--- config.mk ---
export PLATFORM = sky130hd
export DESIGN_NAME = atc_top
export DESIGN_NICKNAME = d
export VERILOG_FILES = /design/src/logic/atc_pkg.sv /design/src/logic/atc_channel.sv /design/src/logic/atc_top.sv
export VERILOG_INCLUDE_DIRS = /design/src /design/src/logic
export SDC_FILE = /design/constraint.sdc
export NUM_CORES = 1
export LEC_CHECK = 0
export BUFFER_PORTS_ARGS = -buffer_cell sky130_fd_sc_hd__buf_4
export CORE_MARGIN = 5
export CORE_UTILIZATION = 40
export CTS_CLUSTER_DIAMETER = 200
export DETAILED_ROUTE_END_ITERATION = 16
export PLACE_DENSITY_LB_ADDON = 0.1
export SLEW_MARGIN = 0
export SYNTH_ARGS = -nofsm -noshare
export SYNTH_HDL_FRONTEND = slang
export SYNTH_HIERARCHICAL = 1
export SYNTH_SLANG_ARGS = --single-unit
--- constraint.sdc ---
create_clock -name mclk -period 7.8 [get_ports mclk]
set_input_delay 1.95 -clock mclk [delete_from_list [all_inputs] [get_ports mclk]]
set_output_delay 1.95 -clock mclk [all_outputs]
set_load 0.03 [all_outputs]
--- src/logic/atc_cfg.svh ---
`ifndef ATC_CFG_SVH
`define ATC_CFG_SVH

// register offsets on the device register port
`define ATC_SETUP1_ADDR    8'h0b
`define ATC_SETUP2_ADDR    8'h0e
`define ATC_CONFIG_ADDR    8'h0f

// reset values
`define ATC_SETUP_RESET    8'h0b
`define ATC_CONFIG_RESET   8'h19
`define ATC_UNMAPPED_READ  8'h00

// setup register fields
`define ATC_SET_RANGE_HI   7
`define ATC_SET_RANGE_LO   6
`define ATC_SET_HYST_DIS   4
`define ATC_SET_SETTLE_MSB 3
`define ATC_SET_SETTLE_LSB 0

// configuration register fields
`define ATC_CFG_FIXED      7
`define ATC_CFG_CMP_HI     6
`define ATC_CFG_CMP_LO     5
`define ATC_CFG_EN_CH1     4
`define ATC_CFG_EN_CH2     3
`define ATC_CFG_MODE_MSB   2
`define ATC_CFG_MODE_LSB   0

// averaging and hysteresis arithmetic
`define ATC_FRAC_BITS      16
`define ATC_HYST_SHIFT     2

`endif

--- src/logic/atc_pkg.sv ---
`default_nettype none
package atc_pkg;

   // output comparator condition
   typedef enum logic [1:0] {
      ATC_CMP_NEG  = 2'b00,
      ATC_CMP_POS  = 2'b01,
      ATC_CMP_IN   = 2'b10,
      ATC_CMP_OUT  = 2'b11
   } atc_cmp_e;

   typedef logic [15:0] atc_data_t;  // converter result
   typedef logic [7:0]  atc_reg_t;   // register byte

endpackage
`default_nettype wire

--- src/logic/atc_channel.sv ---
`timescale 1ns/1ps
`default_nettype none
`include "atc_cfg.svh"

module atc_channel (
   input  wire logic             mclk,
   input  wire logic             rst,
   input  wire logic             conv_valid,      // one result for this channel
   input  wire atc_pkg::atc_data_t conv_data,
   input  wire logic [3:0]       settle_code,
   input  wire logic             hyst_disable,
   input  wire logic             fixed_select,
   input  wire logic [1:0]       compare_mode,
   input  wire atc_pkg::atc_data_t sensitivity,
   input  wire atc_pkg::atc_data_t fixed_threshold,
   output atc_pkg::atc_data_t    average,
   output logic                  detect
);

   logic [31:0]        acc_q;       // average, 16.16 fixed point
   logic [31:0]        acc_d;
   logic               seeded_q;    // first result taken
   logic               detect_q;
   logic               detect_d;
   logic signed [32:0] diff;
   logic signed [32:0] step;
   logic [4:0]         shamt;
   logic signed [18:0] data_s, avg_s, sens_s, thr_s, hy_s, lo_s, hi_s;
   logic               hyst_on;

   // exponential average step, divide by 2^(code+1)
   always_comb begin
      shamt = {1'b0, settle_code} + 5'd1;
      diff  = $signed({1'b0, conv_data, 16'h0000}) - $signed({1'b0, acc_q});
      step  = diff >>> shamt;
      acc_d = acc_q + step[31:0];
   end

   // average register; first result seeds it so start-up has no long ramp
   always_ff @(posedge mclk or posedge rst) begin
      if (rst) begin
         acc_q    <= 32'h0000_0000;
         seeded_q <= 1'b0;
      end else if (conv_valid) begin
         seeded_q <= 1'b1;
         if (seeded_q) begin
            acc_q <= acc_d;
         end else begin
            acc_q <= {conv_data, 16'h0000};
         end
      end
   end

   assign average = acc_q[31:16];

   // thresholds; wide signed math so avg +/- sensitivity never wraps
   always_comb begin
      // one spare bit so hi + hysteresis cannot wrap at full scale either
      data_s  = $signed({3'b000, conv_data});
      avg_s   = $signed({3'b000, acc_q[31:16]});
      sens_s  = $signed({3'b000, sensitivity});
      thr_s   = $signed({3'b000, fixed_threshold});
      // fixed mode never holds back the release
      hyst_on = !fixed_select && !hyst_disable;
      hy_s    = (hyst_on && detect_q) ?
                $signed({3'b000, sensitivity >> `ATC_HYST_SHIFT}) : 19'sd0;
      if (fixed_select) begin
         lo_s = thr_s;
         hi_s = thr_s;
      end else begin
         lo_s = avg_s - sens_s;
         hi_s = avg_s + sens_s;
      end
   end

   // output condition; an active output widens its own band by hy_s
   always_comb begin
      unique case (atc_pkg::atc_cmp_e'(compare_mode))
         atc_pkg::ATC_CMP_NEG: detect_d = data_s < lo_s + hy_s;
         atc_pkg::ATC_CMP_POS: detect_d = data_s > hi_s - hy_s;
         atc_pkg::ATC_CMP_IN:  detect_d = (data_s > lo_s - hy_s) && (data_s < hi_s + hy_s);
         atc_pkg::ATC_CMP_OUT: detect_d = (data_s < lo_s + hy_s) || (data_s > hi_s - hy_s);
      endcase
   end

   // detection flag, refreshed once per result
   always_ff @(posedge mclk or posedge rst) begin
      if (rst) begin
         detect_q <= 1'b0;
      end else if (conv_valid) begin
         detect_q <= detect_d;
      end
   end

   assign detect = detect_q;

   logic signed [32:0] half_step;  // helper: expected change for code 0
   assign half_step = diff >>> 1;
endmodule
`default_nettype wire

--- src/logic/atc_top.sv ---
// Operation
// - hysteresis-disable bit turns hysteresis off, adaptive mode
// - fixed mode never applies hysteresis
// - average moves by difference over 2^(code+1)
// - time constant 2 to 65536 conversions
// - configuration at 0x0F, preset 0x19
// - fixed mode compares against fixed threshold
// - adaptive mode compares against running average limits
// - compare mode picks negative, positive, window conditions
// - setup registers 0x0B, 0x0E, settling preset 0x0B
`timescale 1ns/1ps
`default_nettype none
`include "atc_cfg.svh"

module atc_top (
   input  wire logic               mclk,
   input  wire logic               rst,
   // register port, driven by the serial interface logic on mclk
   input  wire logic [7:0]         reg_addr,
   input  wire atc_pkg::atc_reg_t  reg_wdata,
   input  wire logic               reg_we,
   input  wire logic               reg_re,
   output atc_pkg::atc_reg_t       reg_rdata,
   // converter results, same clock domain
   input  wire logic               conv_done,
   input  wire logic               conv_channel,
   input  wire atc_pkg::atc_data_t conv_data,
   // per-channel limits from registers kept elsewhere
   input  wire atc_pkg::atc_data_t sensitivity_ch1,
   input  wire atc_pkg::atc_data_t sensitivity_ch2,
   input  wire atc_pkg::atc_data_t fixed_threshold_ch1,
   input  wire atc_pkg::atc_data_t fixed_threshold_ch2,
   // results
   output atc_pkg::atc_data_t      average_ch1,
   output atc_pkg::atc_data_t      average_ch2,
   output logic [1:0]              detect_out,
   // controls toward the converter
   output logic                    channel_one_enable,
   output logic                    channel_two_enable,
   output logic [2:0]              conversion_mode,
   output logic [1:0]              range_ch1,
   output logic [1:0]              range_ch2
);

   atc_pkg::atc_reg_t setup_q [2];                  // channel setup bytes
   atc_pkg::atc_reg_t threshold_and_conversion_config_q;
   atc_pkg::atc_reg_t rdata_q;                      // read data flop

   logic                fixed_threshold_select;
   logic                compare_mode_hi;
   logic                compare_mode_lo;
   logic [1:0]          chan_en;
   atc_pkg::atc_data_t  sens [2];
   atc_pkg::atc_data_t  thr [2];
   atc_pkg::atc_data_t  avg [2];

   // address of a channel's setup register
   function automatic logic [7:0] setup_addr(input int ch);
      setup_addr = (ch == 0) ? `ATC_SETUP1_ADDR : `ATC_SETUP2_ADDR;
   endfunction

   // setup registers; bit 5 stored as written, its effect is left open
   for (genvar g = 0; g < 2; g++) begin : g_setup
      always_ff @(posedge mclk or posedge rst) begin
         if (rst) begin
            setup_q[g] <= `ATC_SETUP_RESET;
         end else if (reg_we && reg_addr == setup_addr(g)) begin
            setup_q[g] <= reg_wdata;
         end
      end
   end

   // configuration register
   always_ff @(posedge mclk or posedge rst) begin
      if (rst) begin
         threshold_and_conversion_config_q <= `ATC_CONFIG_RESET;
      end else if (reg_we && reg_addr == `ATC_CONFIG_ADDR) begin
         threshold_and_conversion_config_q <= reg_wdata;
      end
   end

   // read data one cycle after the strobe; unmapped reads give zero
   always_ff @(posedge mclk or posedge rst) begin
      if (rst) begin
         rdata_q <= `ATC_UNMAPPED_READ;
      end else if (reg_re) begin
         if (reg_addr == setup_addr(0)) begin
            rdata_q <= setup_q[0];
         end else if (reg_addr == setup_addr(1)) begin
            rdata_q <= setup_q[1];
         end else if (reg_addr == `ATC_CONFIG_ADDR) begin
            rdata_q <= threshold_and_conversion_config_q;
         end else begin
            rdata_q <= `ATC_UNMAPPED_READ;
         end
      end
   end

   // read data straight from its flop, held until the next read
   assign reg_rdata = rdata_q;

   // configuration fields
   assign fixed_threshold_select = threshold_and_conversion_config_q[`ATC_CFG_FIXED];
   assign compare_mode_hi        = threshold_and_conversion_config_q[`ATC_CFG_CMP_HI];
   assign compare_mode_lo        = threshold_and_conversion_config_q[`ATC_CFG_CMP_LO];
   assign channel_one_enable     = threshold_and_conversion_config_q[`ATC_CFG_EN_CH1];
   assign channel_two_enable     = threshold_and_conversion_config_q[`ATC_CFG_EN_CH2];
   assign conversion_mode        =
      threshold_and_conversion_config_q[`ATC_CFG_MODE_MSB:`ATC_CFG_MODE_LSB];
   assign range_ch1 = setup_q[0][`ATC_SET_RANGE_HI:`ATC_SET_RANGE_LO];
   assign range_ch2 = setup_q[1][`ATC_SET_RANGE_HI:`ATC_SET_RANGE_LO];
   assign chan_en   = {channel_two_enable, channel_one_enable};

   // per-channel limits gathered so the generate loop can index them
   assign sens[0] = sensitivity_ch1;
   assign sens[1] = sensitivity_ch2;
   assign thr[0]  = fixed_threshold_ch1;
   assign thr[1]  = fixed_threshold_ch2;

   // one filter per channel; a result for a disabled channel is dropped
   for (genvar g = 0; g < 2; g++) begin : g_chan
      atc_channel u_chan (
         .mclk            (mclk),
         .rst             (rst),
         .conv_valid      (conv_done && conv_channel == 1'(g) && chan_en[g]),
         .conv_data       (conv_data),
         .settle_code     (setup_q[g][`ATC_SET_SETTLE_MSB:`ATC_SET_SETTLE_LSB]),
         .hyst_disable    (setup_q[g][`ATC_SET_HYST_DIS]),
         .fixed_select    (fixed_threshold_select),
         .compare_mode    ({compare_mode_hi, compare_mode_lo}),
         .sensitivity     (sens[g]),
         .fixed_threshold (thr[g]),
         .average         (avg[g]),
         .detect          (detect_out[g])
      );
   end

   // filter outputs back onto the named ports
   assign average_ch1 = avg[0];
   assign average_ch2 = avg[1];
endmodule
`default_nettype wire

# Word level (Yosys, flattened, before mapping)
# Cells that the tools add are included.
[totals]
inputBits = 102
regBits = 100
out_inout_bits = 51
wordCells = 77
[op_classes]
mux = 13
magnitude_cmp = 8
eq_ne = 6
reduce_logical = 19
bitwise_logic = 1
n_shift = 2
addsub = 18
[op_table]
columns = ["cell", "n"]
rows = [
  ["$add 19x19->19", 4],
  ["$gt 17x19->1", 4],
  ["$lt 17x19->1", 4],
  ["$mux 19", 4],
  ["$sub 19x19->19", 4],
  ["$sshr 33x5->32", 2],
  ["$sub 32x32->33", 2],
  ["$add 32x32->32", 2],
  ["$mux 32", 2],
  ["$add 16x16->17", 2],
  ["$sub 16x16->17", 2],
  ["$mux 14", 2],
  ["$eq 8x4->1 const B", 3],
  ["$mux 8", 3],
  ["$logic_and 1x1->1", 13],
  ["$add 4x1->5 const B", 2],
  ["$pmux 1 s4", 2],
  ["$eq 2x2->1 const B", 2],
  ["$logic_not 1->1", 3],
  ["$eq 2x1->1 const B", 1],
  ["$logic_not 2->1", 1],
  ["$logic_or 1x1->1", 2],
  ["$not 1->1", 1],
]

# Logic depth before layout (Yosys ltp)
# Gate-level depths: netlist of the first run.
[logic_depth]
depth_word = 8
depth_mapped = 32
mapped_depth_nobuf = 30

# Cells and area by module
# Netlist of the first run, hierarchy kept.
[modules_own_cells]
columns = ["mod", "cells_per_inst", "n_inst", "seq_area_each_um2", "area_per_inst_um2"]
rows = [
  ["atc_channel at g_chan[1].u_chan", 1718, 1, 850.8, 12231.7],
  ["atc_channel at g_chan[0].u_chan", 1682, 1, 850.8, 12225.5],
  ["atc_top", 111, 1, 812.0, 1514.0],
]

# Worst setup path before layout of the first run
# No wires, ideal clock.
[synth_path]
path_type = "in2reg"
startpoint = "in conv_data[8]"
endpoint = "reg g_chan[0].u_chan.acc_q[31]"
setup_time_ns = 0.124
t_required_ns = 7.676
path_buffers = 1
path_slack_ns = 0.663
stages = 22
arrival_time_ns = 7.013
path_cell_list = "ha_1 clkbuf_1 and3_1 a221o_1 a21o_1 a21oi_1 a21oi_1 a311oi_2 o21ai_0 o221ai_1 o221ai_1 mux2_2 ha_1 o21a_1 a2111oi_0 o32ai_1 or3_1 a31oi_1 o21ai_0 xnor2_1 a31oi_1 a2bb2oi_1"
[synth_between]
elab_chain_cells = 4
[synth_rtl]
columns = ["item", "line", "text"]
rows = [
  ["from (decl)", "atc_top.sv:27", "input wire atc_pkg::atc_data_t conv_data,"],
  ["$sub 32x32->33", "atc_channel.sv:34", "diff = $signed({1'b0, conv_data, 16'h0000}) - $signed({1'b0, acc_q});"],
  ["$sshr 33x5->32", "atc_channel.sv:35", "step = diff >>> shamt;"],
  ["$add 32x32->32", "atc_channel.sv:36", "acc_d = acc_q + step[31:0];"],
  ["$mux 32", "atc_channel.sv:46", "if (seeded_q) begin"],
  ["to (signal assigned)", "atc_channel.sv:49", "acc_q <= {conv_data, 16'h0000};"],
  ["to (decl)", "atc_channel.sv:20", "logic [31:0] acc_q;"],
]
# Every way passes these cells.
# A chain may end at the register's enable or synchronous reset.

# Worst setup path after layout of the first run
[layout_path]
startpoint = "in conv_data[8]"
endpoint = "reg g_chan[1].u_chan.acc_q[31]"
[layout_between]
elab_chain_cells = 4
[layout_rtl]
columns = ["item", "line"]
rows = [
  ["$sub 32x32->33", "atc_channel.sv:34"],
  ["$sshr 33x5->32", "atc_channel.sv:35"],
  ["$add 32x32->32", "atc_channel.sv:36"],
  ["$mux 32", "atc_channel.sv:46"],
  ["to (signal assigned)", "atc_channel.sv:49"],
  ["to (decl)", "atc_channel.sv:20"],
]
# Every way passes these cells.

==> metrics.md, run 1 <==
| Metric | Value |
|---|---|
| Fin util | 44.28% |
| CTS tree | yes |
| Post-synth EDFFs | 0 |
| Slew @ Worst Pin | 1124 ps |
| CP Launch Type | input port |
| Cell variety after synth | 112 |
| Initial Util | 40.36% |
| Layout area overhead | 9.712% |
| Vias per cell | 6.037 |
| Final WS setup | 243.3 ps |
| Synth Flop Type | dfrtp_1 |
| Class of the most critical setup path | input port to flip-flop |
| Worst skew pair latency | 390 ps |
| Vias in the first global route | 25860 |
| Reg2reg start | g_chan[1].u_chan/acc_q[1] |
| Sink Count | 100 |
| Status | finished, final reports clean |
| Avg Inst Size Synth | 7.397 um2 |
| Share of cells above drive strength 1 | 12.37% |
| Hold Path Class | flip-flop to flip-flop |
| Clock Path Buffers | 2 |
| Worst-path clk slew | 90 ps |
| Hold Fails Final Rpt | 0 |
| DR vias | 26880 |
| Static Leakage | 0.01295 uW |
| Die width | 264.8 um |
| FF-to-FF End | g_chan[1].u_chan/acc_q[31] |
| Rows | 93 |
| Reg2reg setup slack | 1070 ps |
| # setup viols final | 0 |
| Asr flop ratio synth | 100.0% |
| Largest net degree at the start of global routing | 63 |
| First-pass GRT wire length | 153300 um |
| Hold wc startpoint | setup_q[13] |
| ANT cells | 0 |
| Relative slew slack | 24.97% |
| Post-CTS sizing | 0 |
| H-tree depth | 3 |
| CORE AREA | 64350 um2 |
| DP Wirelength | 81790 um |
| CP Cell Sequence | buf_4 > ha_1 > a21o_1 > a21oi_1 > o21ai_1 > a22o_1 > or4_1 > and3_4 > mux4_2 > nor2_1 > a211oi_2 > o21ai_1 > ha_1 > nand3_1 > nor2_1 > o311a_1 > o2111a_1 > o41ai_1 > buf_4 > o2111ai_1 > o211ai_1 > o31a_1 > a21oi_1 > nand3b_1 |
| GRT Total Usage | 27.20% |
| Die area | 70120 um2 |
| Yosys warnings | 6 |
| FF-to-FF path depth | 24 |
| Sink of the worst hold path | setup_q[13] |
| Port Buffers | 152 |
| Sequential share of the synthesized area | 9.679% |
| Pre-CTS WS | -137.2 ps |
| Fin crit share | 96.88% |
| Hold Path Depth | 1 |
| Worst vdd ir | 0.1465 mV |
| Syn nets | 4019 |
| Crit path buf inv count | 2 |
| Peak Freq | 132.3 MHz |
| GRT overflow | 0 |
| Placer Congestion | 0.9444 |
| Setup Fix Bufs, Post-CTS | 0 |
| Req. time, crit path | 8070 ps |
| Hold WS | 517.4 ps |
| Synth cell count leaders | 392 x ha_1, 338 x nor2_1, 299 x a21oi_1, 261 x nand2_1, 251 x inv_1 |
| Crit path max-delay family | compound AO/OA/AOI/OAI gates |
| # nets final | 4101 |
| Clk_skew | 13.81 ps |
| Cells after DPL | 4437 |
| Worst path max stage delay | 610 ps |
| Netlist Area Pre-Place | 25970 um2 |
| Min cycle time layout | 7557 ps |
| WL/cell | 22.51 um |
| Final Power | 14200 uW |
| Slowest CP cell | or4_1 |
| Share of Yosys cell area claimed by the top area cell type | 18.89% |
| ANT nets after route | 0 |
| Max Cap Viol | 0 |
| Antenna violations before repair | 3 |
| FF+latch count, synth | 100 |
| Cell count after synthesis | 3511 |
| Root Buffer | clkbuf_16 |
| CP arrival | 7830 ps |
| Drt first pass iters | 5 |
| I/O Pins | 153 |
| Initial drt markers | 2315 |
| Main area contributors after synthesis | ha_1 19%, dfrtp_1 8.8%, a21oi_1 5.8% |
| Non-filler cells, final | 4453 |
| Post-Route WL | 100200 um |
| Hold_buf cts | 0 |
| Area leader, netlist | ha_1 |
| Max Slew Vio Count | 0 |
| DRC | 0 |
| CTS buffer count | 9 |
| Cell with the most instances after synthesis | ha_1 |
| Setup crit end kind | flip-flop |
| Die Height | 264.8 um |
| Crit path max fanout | 4 |
| PwrDens | 498.2 nW/um2 |
-- layout by cell type, fill, tap and decap left out, drive strengths merged, types with 40 or more instances in the layout --
| cell | netlist | routed |
|---|---|---|
| ha | 392 | 392 |
| nor2 | 341 | 341 |
| a21oi | 303 | 303 |
| buf | 75 | 264 |
| nand2 | 261 | 261 |
| inv | 251 | 252 |
| o21ai | 233 | 233 |
| xnor2 | 162 | 162 |
| dfrtp | 91 | 91 |
| xor2 | 78 | 78 |
| nor3 | 75 | 75 |
| a21o | 71 | 71 |
| mux2 | 62 | 62 |
| mux2i | 56 | 56 |
| nand2b | 55 | 55 |
| nor2b | 54 | 54 |
| o22ai | 54 | 54 |
| nand3 | 51 | 51 |
| o21a | 50 | 50 |
| o211ai | 46 | 46 |
| a31oi | 40 | 40 |
-- layer usage --
layer	track usage, %	part of all wire, %	wire [um]
met5	0	0.020	20
met4	7.860	3.1	3059
met3	2.348	4.9	4933
met2	44.30	45	45060
met1	38.54	47	47150
-- cell type report --
cell class / count / area, um2
multi-input cells: 2966 / 21660
well taps: 855 / 1070
clock inverters: 7 / 91.34
repair buffers: 264 / 1982
flip-flops and latches: 100 / 2515
clock buffers: 9 / 225.2
fillers: 6565 / 35850
inverters: 252 / 945.9
-- worst reg2reg max path: stages (launching register included) --
cell and delay (ps):
dfrtp_1 450, inv_1 150, ha_1 290, or3b_2 570
nor3_1 350, a21oi_1 140, buf_4 160, o21bai_1 210
xor2_2 150, mux2_2 300, and2_1 150, a211o_1 270
a41oi_1 360, mux2i_1 200, ha_1 260, or4_1 570
o311a_1 400, o2111a_1 300, o41ai_1 290, buf_4 200
o2111ai_1 160, o211ai_1 240, o31a_1 210, a21oi_1 60
nand3b_1 150
-- through the flow --
stage | TNS [ps] | area (um2)
finish | 0 | 28490
global route | -30.60 | 28490
CTS | 0 | 28460
detailed placement | -354.6 | 28150
global placement | -244.6 | 28150
floorplan | 0 | 25970
-- how the worst max path moves through the flow --
stage,start,to,slack (ps),cells past startpoint
finish,conv_data[8],g_chan[1].u_chan/acc_q[31],240,24
global route,conv_data[6],g_chan[0].u_chan/acc_q[31],-30,23
CTS,sensitivity_ch1[0],g_chan[0].u_chan/detect,250,27
detailed placement,sensitivity_ch1[0],g_chan[0].u_chan/detect,-140,27
global placement,sensitivity_ch1[0],g_chan[0].u_chan/detect,-190,27
floorplan,conv_data[8],g_chan[0].u_chan/acc_q[31],660,22
-- power breakdown --
part           switching (uW)  total [uW]  leakage [uW]  internal, uW
Combinational            7330       12700        0.0116          5390
Clock                     279         510      0.000152           232
Sequential                330         963       0.00118           633
-- state kept, by name, indices dropped and copies added, names as in the netlist --
signal and count:
setup_q 12, range_ch1 2, g_chan.u_chan/detect 2, range_ch2 2, g_chan.u_chan/seeded_q 2, g_chan.u_chan/acc_q 64
reg_rdata 8, threshold_and_conversion_config_q 8
-- logic make-up (layout without fill, tap and decap cells) --
kind of cell | Yosys count | count (layout) | synth area share, %
buffers and inverters | 445 | 532 | 7.236
DFF | 100 | 100 | 9.679
AOI/OAI and AO/OA | 1158 | 1158 | 29.69
and+or+nand+nor | 1032 | 1032 | 19.45
adders and majority gates | 406 | 406 | 19.96
muxes | 130 | 130 | 5.887
xor gates and xnor gates | 240 | 240 | 8.094
No activity file was read; power rests on OpenSTA's default activity.
==> run 2, diff against run 1 <==
--- a/config.mk
+++ b/config.mk
@@ -6,12 +6,13 @@
 export SDC_FILE = /design/constraint.sdc
 export NUM_CORES = 1
 export LEC_CHECK = 0
+export ABC_AREA = 1
 export BUFFER_PORTS_ARGS = -buffer_cell sky130_fd_sc_hd__buf_4
-export CORE_MARGIN = 5
+export CORE_MARGIN = 3
 export CORE_UTILIZATION = 40
 export CTS_CLUSTER_DIAMETER = 200
 export DETAILED_ROUTE_END_ITERATION = 16
-export PLACE_DENSITY_LB_ADDON = 0.1
+export PLACE_DENSITY = 0.62
 export SLEW_MARGIN = 0
 export SYNTH_ARGS = -nofsm -noshare
 export SYNTH_HDL_FRONTEND = slang
==> run 2 against run 1 <==
Effect of this change:
- synthesized cell count up 21%
- sequential share of layout area up 0.11 points
- non-clock buffer count down 87
- critical endpoint is now g_chan[0].u_chan/acc_q[28]
- via count up 6.7%
- routed wire length down 3.7%
- maximum frequency up 9.3%
- core utilization down 0.85 points
- critical path depth up 11
- cell count up 15%
- register-to-register slack better by 410 ps
- global-route usage down 0.23 points
- first-iteration DRC count up 6.1%
==> metrics.md, run 2 <==
| Metric | Value |
|---|---|
| Initial drt markers | 2456 |
| Share of cells above drive strength 1 | 9.193% |
| Critical Path Source | conv_data[9] |
| Final setup TNS | 0 ps |
| GRT Total Usage | 26.97% |
| Slowest CP cell | ha_1 |
| Asr flop ratio synth | 100.0% |
| Setup crit end kind | flip-flop |
| DR vias | 28680 |
| Rows | 93 |
| Post-CTS sizing | 0 |
| Vias per cell | 5.602 |
| Req. time, crit path | 8060 ps |
| DP Wirelength | 79560 um |
| FF-to-FF End | g_chan[0].u_chan/acc_q[28] |
| Port Buffers | 152 |
| Class of the most critical setup path | input port to flip-flop |
| Hold Fails Final Rpt | 0 |
| DRC | 0 |
| FF-to-FF path depth | 26 |
| Syn nets | 4743 |
| Hold_buf cts | 0 |
| Crit path top cell by count | nand2_1 |
| ANT nets after route | 0 |
| Worst skew pair latency | 390 ps |
| Sink of the worst hold path | reg_rdata[6] |
| Reg2reg setup slack | 1480 ps |
| I/O Pins | 153 |
| Worst-path clk slew | 80 ps |
| Post-synthesis compound-gate area fraction | 21.63% |
| Min cycle time layout | 6912 ps |
| Number of flip-flops in the largest register | 64 |
| Post-Route WL | 96500 um |
| Main area contributors after synthesis | ha_1 19%, nand2_1 12%, dfrtp_1 8.6% |
| Root Buffer | clkbuf_16 |
| CTS tree | yes |
| Slew @ Worst Pin | 1010 ps |
| Die Height | 262.6 um |
| Hold wc startpoint | reg_rdata[6] |
| WL/cell | 18.85 um |
| Most common cell after layout, fill and taps aside | nand2_1 |
| Initial Util | 40.63% |
| First-pass GRT wire length | 151000 um |
| Largest net degree at the start of global routing | 48 |
| Main combinational cell family by area after synthesis | simple AND/OR/NAND/NOR gates |
| Sequential share of the synthesized area | 9.546% |
| Area leader, netlist | ha_1 |
| Sink Count | 100 |
| Status | finished, final reports clean |
| Synth cell count leaders | 858 x nand2_1, 550 x inv_1, 396 x a21oi_1, 392 x ha_1, 341 x nand3_1 |
| ANT cells | 0 |
| Crit path max fanout | 7 |
| Synth Flop Type | dfrtp_1 |
| H-tree depth | 3 |
| Yosys warnings | 6 |
| Hold WS | 489.4 ps |
| Fin crit share | 88.62% |
| Relative slew slack | 32.60% |
| Placer Congestion | 0.9831 |
| Top Registers | g_chan.u_chan/acc_q x64, setup_q x12 |
| CTS buffer count | 9 |
| Avg Inst Size Synth | 6.218 um2 |
| Hold Path Class | flip-flop to flip-flop |
| Multiplexer share of the synthesized area | 0.5702% |
| Setup Fix Bufs, Post-CTS | 0 |
| Die width | 262.6 um |
| Cell with the most instances after synthesis | nand2_1 |
| FF+latch count, synth | 100 |
| Reg2reg start | setup_q[8] |
| Post-synthesis adder-cell area fraction | 19.69% |
| RSZ-0062 raised after global routing | false |
| Biggest register | g_chan.u_chan/acc_q |
| Cell count after synthesis | 4235 |
| Post-synthesis simple-gate area fraction | 30.37% |
| CORE AREA | 64810 um2 |
| Max Cap Viol | 0 |
| CP arrival | 7170 ps |
| Share of Yosys cell area claimed by the top area cell type | 18.63% |
| Layout area overhead | 6.909% |
| Vias in the first global route | 26860 |
| Netlist Area Pre-Place | 26330 um2 |
| CP Launch Type | input port |
| Antenna violations before repair | 1 |
| Peak Freq | 144.7 MHz |
| Worst path max stage delay | 480 ps |
| Die area | 68950 um2 |
| Cell variety after synth | 74 |
| Post-Synth XOR/XNOR Area | 6.419% |
| GRT overflow | 0 |
| Clock Path Buffers | 2 |
| Most frequent cells in the layout | 858 x nand2_1, 550 x inv_1, 396 x a21oi_1 |
| Post-synth EDFFs | 0 |
| Max Slew Vio Count | 0 |
| Hold Path Depth | 2 |
| Drt first pass iters | 6 |
| Clk_skew | 10.16 ps |
| # setup viols final | 0 |
| # nets final | 4767 |
-- run 2: cell families after synthesis --
group           Yosys count
fa+ha+maj               406
mux                      15
buf+inv                 745
xor+xnor                193
compound gates          993
simple gates           1783
flops                   100
-- run 2: worst max path at each step --
| stage | slack [ps] | endpoint | cells past startpoint |
|---|---|---|---|
| floorplan | 1650 | g_chan[0].u_chan/detect | 29 |
| global placement | 650 | g_chan[0].u_chan/acc_q[28] | 36 |
| detailed placement | 600 | g_chan[0].u_chan/acc_q[28] | 35 |
| CTS | 1000 | g_chan[0].u_chan/acc_q[28] | 35 |
| global route | 410 | g_chan[0].u_chan/acc_q[28] | 34 |
| finish | 890 | g_chan[0].u_chan/acc_q[28] | 35 |
-- run 2: final cells by class --
cell class	instances	area, um2
multi-input cells	3390	20750
inverters	581	2182
flip-flops and latches	100	2515
clock inverters	5	60.06
fillers	7018	36660
clock buffers	11	242.7
well taps	855	1070
repair buffers	177	1329
-- run 2: layer usage --
layer	routed length, um	global-route usage, %	vias to the layer above
met5	9	0	-
met3	5819	2.799	139
li1	-	-	14260
met2	42540	43.42	934
met4	2752	8.226	2
met1	45380	37.87	13340
-- run 2: critical path: cells and delay by family --
family,cells,cell delay [ps]
AOI/OAI and AO/OA,6,1060
adders and majority gates,3,1050
buffers and inverters,3,330
and+or+nand+nor,23,2770
-- run 2: per-stage QoR --
stage,setup slack [ps],util (%),instances,area [um2]
after global placement,647.2,42.97,5103,27850
after global routing,411.8,43.44,5119,28150
after CTS,1002,43.44,5119,28150
after detailed placement,598.0,42.97,5103,27850
final,888.0,43.44,5119,28150
after floorplan,1654,-,4235,26330
Power of run 2 is left out: the tool's default activity adds up to more than one toggle a clock period on the data nets, which glitch-free logic cannot reach.
